<file path="src/hdl/csv_pkg.sv">
package csv_pkg;

  // Bus and array shape.
  localparam int CSV_ADDR_W = 16;
  localparam int CSV_DATA_W = 32;
  localparam int CSV_NUM_CHANNELS = 32;
  localparam int CSV_VEC_BITS = 7;

  // Word indexes of the registers; a byte address is four times the index.
  localparam logic [15:0] CSV_VEC_BASE_IDX = 16'h40A0;
  localparam logic [15:0] CSV_CTRL_IDX = 16'h4100;
  localparam logic [15:0] CSV_IRQ_STAT_IDX = 16'h4101;
  localparam logic [15:0] CSV_IRQ_MASK_IDX = 16'h4102;

  // Field positions inside one channel status vector word.
  localparam int CSV_BIT_PARTIAL = 0;
  localparam int CSV_BIT_CRC = 1;
  localparam int CSV_BIT_STOP = 2;
  localparam int CSV_BIT_ABORT = 3;
  localparam int CSV_BIT_FULL = 4;
  localparam int CSV_BIT_EMPTY = 5;
  localparam int CSV_BIT_FLAG = 6;

  // Control register field.
  localparam int CSV_CTRL_OWN_BIT = 0;

  // Interrupt status and mask layout.
  localparam int CSV_IRQ_W = 6;
  localparam int CSV_IRQ_RX_FULL = 0;
  localparam int CSV_IRQ_TX_EMPTY = 1;
  localparam int CSV_IRQ_ABORT = 2;
  localparam int CSV_IRQ_CRC = 3;
  localparam int CSV_IRQ_OVERRUN = 4;
  localparam int CSV_IRQ_DENIED = 5;

  // Reset values.
  localparam logic CSV_OWN_RESET = 1'b0;
  localparam logic CSV_EMPTY_RESET = 1'b1;
  localparam logic [5:0] CSV_IRQ_MASK_RESET = 6'h00;

endpackage

</file>
<file path="src/hdl/csv_chan_vector.sv">
`timescale 1ns/1ps
`default_nettype none

module csv_chan_vector
  import csv_pkg::*;
(
  // Clock and reset.
  input wire logic clk,
  input wire logic srst,
  // Receive side events from the engine and the processor.
  input wire logic rx_deliver,
  input wire logic rx_partial,
  input wire logic rx_crc_err,
  input wire logic rx_stop,
  input wire logic rx_abort,
  input wire logic rx_taken,
  // Transmit side events.
  input wire logic tx_consumed,
  input wire logic tx_written,
  // Status word and overrun event.
  output logic [CSV_VEC_BITS-1:0] vec,
  output logic overrun
);

  logic partial;
  logic crc_err;
  logic stop;
  logic abort;
  logic full;
  logic empty;

  // End-of-message flags are rewritten by every delivered octet, so a clean octet clears them.
  always_ff @(posedge clk) begin
    if (srst) begin
      partial <= 1'b0;
      crc_err <= 1'b0;
      stop <= 1'b0;
      abort <= 1'b0;
    end else if (rx_deliver) begin
      partial <= rx_partial;
      crc_err <= rx_crc_err;
      stop <= rx_stop | rx_abort;
      abort <= rx_abort;
    end else if (rx_taken) begin
      partial <= 1'b0;
      crc_err <= 1'b0;
      stop <= 1'b0;
      abort <= 1'b0;
    end
  end

  // A new octet wins over the processor taking the old one in the same cycle.
  always_ff @(posedge clk) begin
    if (srst) begin
      full <= 1'b0;
    end else if (rx_deliver) begin
      full <= 1'b1;
    end else if (rx_taken) begin
      full <= 1'b0;
    end
  end

  // The slot starts empty; consumption wins over a simultaneous refill.
  always_ff @(posedge clk) begin
    if (srst) begin
      empty <= CSV_EMPTY_RESET;
    end else if (tx_consumed) begin
      empty <= 1'b1;
    end else if (tx_written) begin
      empty <= 1'b0;
    end
  end

  // Summary bit follows the two slot flags with no extra delay.
  always_comb begin
    vec = '0;
    vec[CSV_BIT_PARTIAL] = partial;
    vec[CSV_BIT_CRC] = crc_err;
    vec[CSV_BIT_STOP] = stop;
    vec[CSV_BIT_ABORT] = abort;
    vec[CSV_BIT_FULL] = full;
    vec[CSV_BIT_EMPTY] = empty;
    vec[CSV_BIT_FLAG] = full | empty;
  end

  // An octet arriving over one still unread is lost.
  assign overrun = rx_deliver & full & ~rx_taken;
endmodule

`default_nettype wire

</file>
<file path="src/hdl/csv_irq.sv">
`timescale 1ns/1ps
`default_nettype none

module csv_irq
  import csv_pkg::*;
#(
  parameter int W = CSV_IRQ_W
) (
  // Clock and reset.
  input wire logic clk,
  input wire logic srst,
  // Event inputs, one cycle each.
  input wire logic [W-1:0] event_in,
  // Software writes.
  input wire logic clear_wr,
  input wire logic mask_wr,
  input wire logic [W-1:0] wr_data,
  // Results.
  output logic [W-1:0] status,
  output logic [W-1:0] mask,
  output logic irq
);

  logic [W-1:0] next_status;
  logic [W-1:0] next_mask;

  // Write-one-to-clear, but an event in the same cycle keeps its bit set.
  always_comb begin
    next_status = status;
    if (clear_wr) begin
      next_status = status & ~wr_data;
    end
    next_status = next_status | event_in;
    next_mask = mask_wr ? wr_data : mask;
  end

  // Status and mask registers.
  always_ff @(posedge clk) begin
    if (srst) begin
      status <= '0;
      mask <= W'(CSV_IRQ_MASK_RESET);
    end else begin
      status <= next_status;
      mask <= next_mask;
    end
  end

  // The line is registered from the next values so it tracks status with no lag.
  always_ff @(posedge clk) begin
    if (srst) begin
      irq <= 1'b0;
    end else begin
      irq <= |(next_status & next_mask);
    end
  end
endmodule

`default_nettype wire

</file>
<file path="src/hdl/csv_top.sv">
// What this block does
// - Each channel exposes a read-only seven-flag status word guiding slot reads and writes.
// - Status words are readable only while the processor owns the engine.
// - Bit 0 flags a received message ending in an incomplete octet, else zero.
// - Bit 1 flags a failed frame check on a received message, else zero.
// - Bit 2 rises when a closing flag is seen in the receive direction.
// - Seven consecutive ones raise bit 3 abort and bit 2 stop together.
// - Bit 4 rises whenever a new octet lands in the receive slot.
// - Bit 5 rises once the transmit slot octet is consumed; zero means still held.
// - An unrefilled empty transmit slot makes the engine resend the previous octet.
// - Bit 6 becomes one as soon as receive full or transmit empty is one.
// - Thirty-two channels, one status word each at consecutive addresses.
//
// Decided for this implementation: the Avalon-MM interface to the registers.
`timescale 1ns/1ps
`default_nettype none

module csv_top
  import csv_pkg::*;
#(
  parameter int NUM_CHANNELS = CSV_NUM_CHANNELS,
  parameter int CH_W = $clog2(CSV_NUM_CHANNELS)
) (
  // Clock and reset.
  input wire logic clk,
  input wire logic srst,
  // Avalon-MM slave, word addressed.
  input wire logic [CSV_ADDR_W-1:0] avs_address,
  input wire logic avs_read,
  input wire logic avs_write,
  input wire logic [CSV_DATA_W-1:0] avs_writedata,
  input wire logic [3:0] avs_byteenable,
  output logic [CSV_DATA_W-1:0] avs_readdata,
  output logic avs_waitrequest,
  // Receive events from the engine.
  input wire logic rx_deliver,
  input wire logic [CH_W-1:0] rx_channel,
  input wire logic rx_partial,
  input wire logic rx_crc_err,
  input wire logic rx_stop,
  input wire logic rx_abort,
  // Receive slot taken by the processor.
  input wire logic rx_taken,
  input wire logic [CH_W-1:0] rx_taken_channel,
  // Transmit slot events.
  input wire logic tx_consumed,
  input wire logic [CH_W-1:0] tx_consumed_channel,
  input wire logic tx_written,
  input wire logic [CH_W-1:0] tx_written_channel,
  // Processing session boundary.
  input wire logic session_start,
  // Outputs to the engine and system.
  output logic engine_owned_by_processor,
  output logic [NUM_CHANNELS-1:0] tx_repeat,
  output logic irq
);

  logic [CSV_VEC_BITS-1:0] vec_all [NUM_CHANNELS];
  logic [NUM_CHANNELS-1:0] overrun_all;
  logic [NUM_CHANNELS-1:0] empty_all;
  logic [CSV_ADDR_W-1:0] vec_off;
  logic is_vec;
  logic [CH_W-1:0] vec_sel;
  logic req;
  logic ack;
  logic wr_fire;
  logic lane0;
  logic [CSV_IRQ_W-1:0] irq_events;
  logic [CSV_IRQ_W-1:0] irq_status;
  logic [CSV_IRQ_W-1:0] irq_mask;
  logic [CSV_DATA_W-1:0] next_readdata;
  logic denied;

  // Qualifiers are shared by all channels and only the strobes are steered, so a channel
  // ignores whatever rides on the qualifier lines while it is not addressed.
  // One status word per channel; strobes are steered by channel number.
  for (genvar g = 0; g < NUM_CHANNELS; g++) begin : g_chan
    csv_chan_vector u_vec (
      .clk(clk),
      .srst(srst),
      .rx_deliver(rx_deliver && rx_channel == CH_W'(g)),
      .rx_partial(rx_partial),
      .rx_crc_err(rx_crc_err),
      .rx_stop(rx_stop),
      .rx_abort(rx_abort),
      .rx_taken(rx_taken && rx_taken_channel == CH_W'(g)),
      .tx_consumed(tx_consumed && tx_consumed_channel == CH_W'(g)),
      .tx_written(tx_written && tx_written_channel == CH_W'(g)),
      .vec(vec_all[g]),
      .overrun(overrun_all[g])
    );
    assign empty_all[g] = vec_all[g][CSV_BIT_EMPTY];

  end

  // The decoder subtracts the base once, so the window test and the channel select
  // share one subtractor. An index below the base fails the first comparison even
  // though the difference wraps high. Control, interrupt status and mask words lie
  // beyond the window; every other index reads as zero and ignores writes.
  // Status words sit at consecutive word indexes from the base.
  always_comb begin
    vec_off = avs_address - CSV_VEC_BASE_IDX;
    is_vec = (avs_address >= CSV_VEC_BASE_IDX) &&
             (vec_off < CSV_ADDR_W'(NUM_CHANNELS));
    vec_sel = vec_off[CH_W-1:0];
  end

  // Every transfer costs two cycles: the answer comes one edge after the request is
  // seen and the master completes on the edge after that. The registered answer
  // keeps the read multiplexer off the bus output path, which is cheap at this rate.
  // A request is answered one cycle after it appears; waitrequest idles high.
  assign req = avs_read | avs_write;
  assign ack = req & avs_waitrequest;
  assign wr_fire = avs_write & ~avs_waitrequest;
  assign lane0 = avs_byteenable[0];

  // Waitrequest drops for exactly the one cycle the master completes in.
  always_ff @(posedge clk) begin
    if (srst) begin
      avs_waitrequest <= 1'b1;
    end else begin
      avs_waitrequest <= ~ack;
    end
  end

  // Read mux; unmapped indexes and gated status reads answer zero.
  always_comb begin
    next_readdata = '0;
    denied = 1'b0;
    if (is_vec) begin
      if (engine_owned_by_processor) begin
        next_readdata = CSV_DATA_W'(vec_all[vec_sel]);
      end else begin
        denied = avs_read;
      end
    end else if (avs_address == CSV_CTRL_IDX) begin
      next_readdata[CSV_CTRL_OWN_BIT] = engine_owned_by_processor;
    end else if (avs_address == CSV_IRQ_STAT_IDX) begin
      next_readdata = CSV_DATA_W'(irq_status);
    end else if (avs_address == CSV_IRQ_MASK_IDX) begin
      next_readdata = CSV_DATA_W'(irq_mask);
    end
  end

  // Read data is captured with the answer and held until the next one.
  always_ff @(posedge clk) begin
    if (srst) begin
      avs_readdata <= '0;
    end else if (ack && avs_read) begin
      avs_readdata <= next_readdata;
    end
  end

  // Ownership bit; status words are writable by nobody, so writes there are dropped.
  always_ff @(posedge clk) begin
    if (srst) begin
      engine_owned_by_processor <= CSV_OWN_RESET;
    end else if (wr_fire && lane0 && avs_address == CSV_CTRL_IDX) begin
      engine_owned_by_processor <= avs_writedata[CSV_CTRL_OWN_BIT];
    end
  end

  // Channels still empty at a session boundary resend their previous octet.
  always_ff @(posedge clk) begin
    if (srst) begin
      tx_repeat <= '0;
    end else if (session_start) begin
      tx_repeat <= empty_all;
    end
  end

  // Events are gathered per block, not per channel: software learns that some channel
  // needs service and then scans the status words, skipping those with a clear summary.
  // Events feeding the sticky interrupt status.
  always_comb begin
    irq_events = '0;
    irq_events[CSV_IRQ_RX_FULL] = rx_deliver;
    irq_events[CSV_IRQ_TX_EMPTY] = tx_consumed;
    irq_events[CSV_IRQ_ABORT] = rx_deliver & rx_abort;
    irq_events[CSV_IRQ_CRC] = rx_deliver & rx_crc_err;
    irq_events[CSV_IRQ_OVERRUN] = |overrun_all;
    irq_events[CSV_IRQ_DENIED] = denied & ack;
  end

  csv_irq #(
    .W(CSV_IRQ_W)
  ) u_irq (
    .clk(clk),
    .srst(srst),
    .event_in(irq_events),
    .clear_wr(wr_fire && lane0 && avs_address == CSV_IRQ_STAT_IDX),
    .mask_wr(wr_fire && lane0 && avs_address == CSV_IRQ_MASK_IDX),
    .wr_data(avs_writedata[CSV_IRQ_W-1:0]),
    .status(irq_status),
    .mask(irq_mask),
    .irq(irq)
  );
endmodule

`default_nettype wire

</file>
<file path="config.mk">
export PLATFORM = sky130hd
export DESIGN_NAME = csv_top
export DESIGN_NICKNAME = d
export VERILOG_FILES = /design/src/hdl/csv_pkg.sv /design/src/hdl/csv_chan_vector.sv /design/src/hdl/csv_irq.sv /design/src/hdl/csv_top.sv
export SDC_FILE = /design/constraint.sdc
export NUM_CORES = 1
export LEC_CHECK = 0
export ABC_AREA = 1
export BUFFER_PORTS_ARGS = -buffer_cell sky130_fd_sc_hd__buf_2
export CAP_MARGIN = 30
export CORE_MARGIN = 2
export CORE_UTILIZATION = 59
export CTS_CLUSTER_SIZE = 12
export DETAILED_ROUTE_END_ITERATION = 8
export PLACE_DENSITY = 0.81
export SYNTH_ARGS = -nofsm -noshare
export SYNTH_HDL_FRONTEND = slang
export SYNTH_SLANG_ARGS = --single-unit
</file>
<file path="constraint.sdc">
create_clock -name clk -period 2.2 [get_ports clk]
set_input_delay 0.44 -clock clk [delete_from_list [all_inputs] [get_ports clk]]
set_output_delay 0.44 -clock clk [all_outputs]
set_load 0.1 [all_outputs]
</file>
==> results of run 1 <==
-- sequential cells by signal, summed over array words and instances (netlist names) --
name,cells
engine_owned_by_processor,1
g_chan.u_vec.empty,32
u_irq.irq,1
avs_waitrequest,1
g_chan.u_vec.partial,32
g_chan.u_vec.abort,32
u_irq.mask,6
g_chan.u_vec.full,32
tx_repeat,32
g_chan.u_vec.crc_err,32
avs_readdata,7
u_irq.status,6
g_chan.u_vec.stop,32
-- cell usage in the layout, fill, tap and decap left out, drive strengths merged --
cell,n
a211oi,5
a21oi,214
a22o,1
a22oi,24
buf,173
bufinv,2
clkbuf,40
clkinv,8
clkinvlp,1
conb,25
dfxtp,246
ha,1
inv,146
nand2,579
nand3,87
nand3b,1
nand4,19
nor2,224
nor3,18
nor4,3
o211ai,40
o21a,11
o21ai,142
o221ai,1
o22ai,5
o311ai,2
or2,4
-- cell usage after synthesis (2+ instances only) --
library cell	instances	area [um2]
nand2_1	576	2160
dfxtp_1	246	4920
a21oi_1	214	1070
nor2_1	205	769
inv_1	137	514
o21ai_0	134	671
nand3_1	84	420
clkbuf_1	59	221
o211ai_1	40	300
buf_4	32	240
a22oi_1	24	180
buf_2	24	120
nand4_1	19	119
nor2_2	14	87.6
o21a_1	11	82.6
nor3_1	9	45.0
nor3_2	9	90.1
o21ai_1	8	40.0
a211oi_1	5	37.5
inv_2	5	18.8
o22ai_1	5	31.3
clkinv_1	4	15.0
nor2_4	4	45.0
or2_2	4	25.0
buf_1	3	11.3
buf_6	3	33.8
inv_4	3	18.8
nand3_4	3	52.6
nand2_2	2	12.5
nor4_4	2	42.5
o311ai_0	2	17.5
-- worst min-delay path by stage --
| stage | startpoint | endpoint | slack (ns) |
|---|---|---|---|
| 6_report | avs_writedata[4] | u_irq.mask[4] | 0.19 |
| 3_5_place_dp | g_chan[7].u_vec.partial | g_chan[7].u_vec.partial | 0.45 |
| 3_3_place_gp | g_chan[15].u_vec.partial | g_chan[15].u_vec.partial | 0.44 |
| 2_1_floorplan | g_chan[14].u_vec.stop | g_chan[14].u_vec.stop | 0.44 |
| 5_1_grt | avs_writedata[4] | u_irq.mask[4] | 0.20 |
| 4_1_cts | avs_writedata[4] | u_irq.mask[4] | 0.18 |
-- metal layers --
| metal | wire, um | part of all wire (%) | track usage, % | up-vias |
|---|---|---|---|---|
| li1 | - | - | - | 6353 |
| met1 | 16000 | 41 | 46.6 | 6039 |
| met2 | 18400 | 47 | 56.7 | 657 |
| met3 | 3500 | 8.9 | 4.54 | 107 |
| met4 | 1530 | 3.9 | 13.7 | 0 |
| met5 | 0 | 0 | 0 | - |
-- final cells by class --
class	instances	share of cell area, %
multi-input combinational	1406	45.2
inverter	149	3.95
tap	275	2.40
clock inverter	8	0.672
sequential	246	34.3
clock buffer	40	5.33
timing repair buffer	173	8.08
-- through the flow --
| step | instances | cell area [um2] | total power, mW | hold WS, ns |
|---|---|---|---|---|
| finish | 2297 | 14300 | 10.7 | 0.190 |
| global route | 2297 | 14300 | 11.0 | 0.203 |
| CTS | 2297 | 14300 | 10.7 | 0.180 |
| detailed placement | 2249 | 13500 | 6.27 | 0.451 |
| global placement | 2249 | 13500 | 6.25 | 0.445 |
| floorplan | 1922 | 12600 | 5.89 | 0.436 |
-- cell families after synthesis --
logic type	count (synthesis)	share of synthesized area [%]
other	1	0.0300
buffers and inverters	270	9.54
DFF	246	39.4
and+or+nand+nor	935	31.4
AOI/OAI and AO/OA	445	19.6
adders and majority gates	1	0.100
-- report_power, final --
group,leakage (nW),switching [mW],internal [mW],total (mW)
registers,2.00,0.0610,4.55,4.61
clock network,0.421,1.82,2.63,4.45
logic,3.44,1.28,0.320,1.60
==> flow_summary.toml, run 1 <==
[timing]
period_share_pct = 83.3
drv_slew = 0
finalWorstPathRequiredPeriod_ns = 1.83
setup-violations-final = 0
setup_ws_ns = 0.367
rsz0062_at_grt = "no"
hold_viol_final = 0
fmax_mhz = 546
finalSetupTns_ns = 0
skew_ns = 0.0100
slew_headroom_pct = 43.5
tightest_slew_ns = 0.848

[layout]
fin_util_pct = 68.6
fin_nets = 2089
drive_gt1_share_pct = 13.0
multi_input_area_um2 = 6480
area_growth_pct = 14.6
seqCellArea_um2 = 4920
antennaDiodeCount = 0
fillers = 1867

[placed_design]
dp_slack_ns = 0.0642
portBuffers = 97
place_hpwl_mm = 28.4
gp_congestion = 1.02

[critical_path]
r2r_end = "u_irq.irq"
r2r-start = "avs_waitrequest"
cpPeakStageDelay_ns = 0.45
cp_cell_sequence = "buf_2"
worst_ep_required_time_ns = 1.76
reg2reg_slack_ns = 0.55
cp-end-kind = "output port"
r2r_cells = 10
crit_type = "reg -> out"
crit_family = "buffers and inverters"
start_kind = "flop"
crit_fanout = 2
cp.arrival_ns = 1.39
path_buf_inv = 1
cp.depth = 1
slowest_stage = "buf_2"
startpoint = "tx_repeat[30]"
cp-endpoint = "tx_repeat[30]"

[cts]
clk_pin_slew_ns = 0.06
cts_sinks = 246
cts_buffers = 27
clk_latency_ns = 0.55
cts_buffer_depth = 3
cts_hold_buf = 0
ctsResizeCount = 0
postCtsSetupRepairBufs = 0
ctsRootBufferMaster = "clkbuf_16"
cts_tree = "done"
cts_htree_levels = 1

[synthesis]
yosysUniqueCellTypes = 39
netlist_instances = 1898
synth-edff-count = 0
ys_warn_count = 0
synth_top_flop_cell = "dfxtp_1"
yosysSeqAreaShare_pct = 39.4
synth-seq-cells = 246
syn_area_um2 = 12500
avgSynthCellArea_um2 = 6.59
async_flop_share_pct = 0

[floorplanning]
dieArea_um2 = 22400
core_um2 = 20900
die_h_um = 150
rows = 53
die_width_um = 150
start_util_pct = 59.9
boundaryPins = 152

[hold_path]
hp-class = "in -> reg"
holdPathStages = 3

[global_routing]
grt_max_degree = 163
grt_pass1_wl_mm = 62.0
grt_use_total_pct = 34.7
grt.overflow.total = 0
antenna_found_initial = 0
grt_pass1_vias = 12100

[drt]
via_per_inst = 5.73
drtIter0Drc = 1301
antenna_left = 0
drt-total-wl_mm = 39.4
drt-pass1-iter-count = 6
routedWlPerCell_um = 17.1
drc = 0
vias = 13200

[flow_run]
maxCapViolCount = 0

[power]
peakVddDrop_mv = 0.650
p_per_area_nw_per_um2 = 743
leakagePower_nw = 5.85

[status]
outcome = "finished, final reports clean"
Note: power is estimated with default switching activity, not from simulation.
==> inputs of run 2 (changes only) <==
==> constraint.sdc (replaced) <==
create_clock -name clk -period 1.7 [get_ports clk]
set_input_delay 0.34 -clock clk [delete_from_list [all_inputs] [get_ports clk]]
set_output_delay 0.34 -clock clk [all_outputs]
set_load 0.1 [all_outputs]
==> run 2 against run 1 <==
Non-clock buffer count increased by 117. Sequential cell count unchanged. Via count increased by 5.4%. Combinational power increased by 37%. Sequential share of layout area decreased by 2.0 points. Cell count increased by 4.9%. Total power increased by 31%. Hold slack got worse by 0.055 ns. Clock skew decreased by 0.0029 ns. Critical path depth unchanged. First-iteration DRC count increased by 25%. Core utilization increased by 4.3 points. Critical endpoint is now tx_repeat[28]. Largest power group unchanged.
==> flow_summary.toml, run 2 (synthesis results as in run 1) <==
[status]
outcome = "finished, final reports clean"

[global_routing]
grt_max_degree = 126
grt_pass1_wl_mm = 65.0
grt_pass1_vias = 12900
grt.overflow.total = 0
antenna_found_initial = 0
grt_use_total_pct = 36.4

[critical_path]
cp.depth = 1
r2r_cells = 11
cp.arrival_ns = 1.34
reg2reg_slack_ns = 0.20
cp-end-kind = "output port"
cp-endpoint = "tx_repeat[28]"
crit_type = "reg -> out"
worst_ep_required_time_ns = 1.36
crit_family = "buffers and inverters"
cpPeakStageDelay_ns = 0.44
slowest_stage = "buf_2"
crit_fanout = 2
path_buf_inv = 1
cp_cell_sequence = "buf_2"
r2r_end = "u_irq.irq"
start_kind = "flop"
r2r-start = "avs_waitrequest"
startpoint = "tx_repeat[28]"

[layout]
antennaDiodeCount = 0
multi_input_area_um2 = 6490
fin_util_pct = 73.0
drive_gt1_share_pct = 17.8
layout_common_cells = "nand2_1 (576), dfxtp_1 (244), a21oi_1 (214), nor2_1 (205), buf_4 (184)"
fillers = 1674
final_common_cell = "nand2_1"
fin_nets = 2206
area_growth_pct = 21.9
seqCellArea_um2 = 4930
post-route-cell-area_um2 = 15200

[floorplanning]
die_h_um = 150
rows = 53
boundaryPins = 152
die_width_um = 150
start_util_pct = 59.9
core_um2 = 20900
dieArea_um2 = 22400

[timing]
setup_ws_ns = 0.0164
finalWorstPathRequiredPeriod_ns = 1.68
period_share_pct = 99.0
slew_headroom_pct = 40.3
setup-violations-final = 0
hold_ws_ns = 0.135
fmax_mhz = 594
hold_viol_final = 0
tightest_slew_ns = 0.896
skew_ns = 0.00717
rsz0062_at_grt = "no"
drv_slew = 0

[drt]
antenna_left = 0
wl_met1_mm = 16.5
wl_met3_mm = 4.02
drt-pass1-iter-count = 6
vias = 13900
top_layer_used = "met4"
via_per_inst = 5.76
routedWlPerCell_um = 17.2
wl_met2_mm = 18.8
drtIter0Drc = 1624
drt-total-wl_mm = 41.5
drc = 0

[cts]
cts_buffer_depth = 3
cts_tree = "done"
clk_pin_slew_ns = 0.06
cts_buffers = 27
ctsRootBufferMaster = "clkbuf_16"
cts_htree_levels = 1
cts_sinks = 246
postCtsSetupRepairBufs = 0
clk_latency_ns = 0.54

[flow_run]
maxCapViolCount = 0

[placed_design]
placed_area_um2 = 14400
gp_congestion = 1.02
portBuffers = 97
place_hpwl_mm = 29.8
dp_slack_ns = -0.235

[power]
p_per_area_nw_per_um2 = 915
leakagePower_nw = 6.41
peakVddDrop_mv = 0.876
p_total_mw = 14.0

[hold_path]
hp-class = "in -> reg"
run 2: cell types whose count changed in the layout (fill, tap and decap cells not counted), sizes merged:
cell,before,now
buf,173,289
clkbuf,40,36
bufinv,2,3
clkinv,8,7
clkinvlp,1,2
inv,146,145
run 2: area by class of cell:
type,count,share of cell area [%]
Multi-Input combinational cell,1406,42.6
Sequential cell,246,32.3
Clock buffer,35,4.83
Tap cell,275,2.26
Timing Repair Buffer,290,13.5
Clock inverter,8,0.788
Inverter,149,3.72
run 2: worst min path at each step:
stage / startpoint / to / slack [ns] / cells after the start
after global placement: g_chan[7].u_vec.partial / g_chan[7].u_vec.partial / 0.44 / 2
after floorplan: g_chan[14].u_vec.stop / g_chan[14].u_vec.stop / 0.44 / 2
after global routing: srst / g_chan[2].u_vec.partial / 0.13 / 2
after CTS: avs_writedata[0] / engine_owned_by_processor / 0.11 / 3
final: srst / g_chan[2].u_vec.abort / 0.13 / 2
after detailed placement: g_chan[22].u_vec.abort / g_chan[22].u_vec.abort / 0.45 / 2
run 2: per-stage QoR:
step,setup TNS (ns),cells
2_1_floorplan,0,1922
3_3_place_gp,-2.44,2366
3_5_place_dp,-3.56,2366
4_1_cts,0,2409
5_1_grt,0,2409
6_report,0,2409
run 2: repair_timing:
| action | 4_1_cts | 5_1_grt |
|---|---|---|
| gates resized for setup | 0 | 2 |
| setup endpoints to repair | 0 | 2 |
| hold buffers | 0 | 0 |
run 2: per-layer routing:
metal | up-vias | track usage, %
met5 | - | 0
met4 | 0 | 18.7
met3 | 168 | 5.12
met2 | 782 | 59.1
met1 | 6336 | 47.3
li1 | 6585 | -
run 2: report_power, final:
group,total (mW),switching [mW],internal (mW)
clock,5.80,2.33,3.46
combinational,2.19,1.68,0.511
sequential,5.97,0.0810,5.89
total,14.0,4.09,9.86
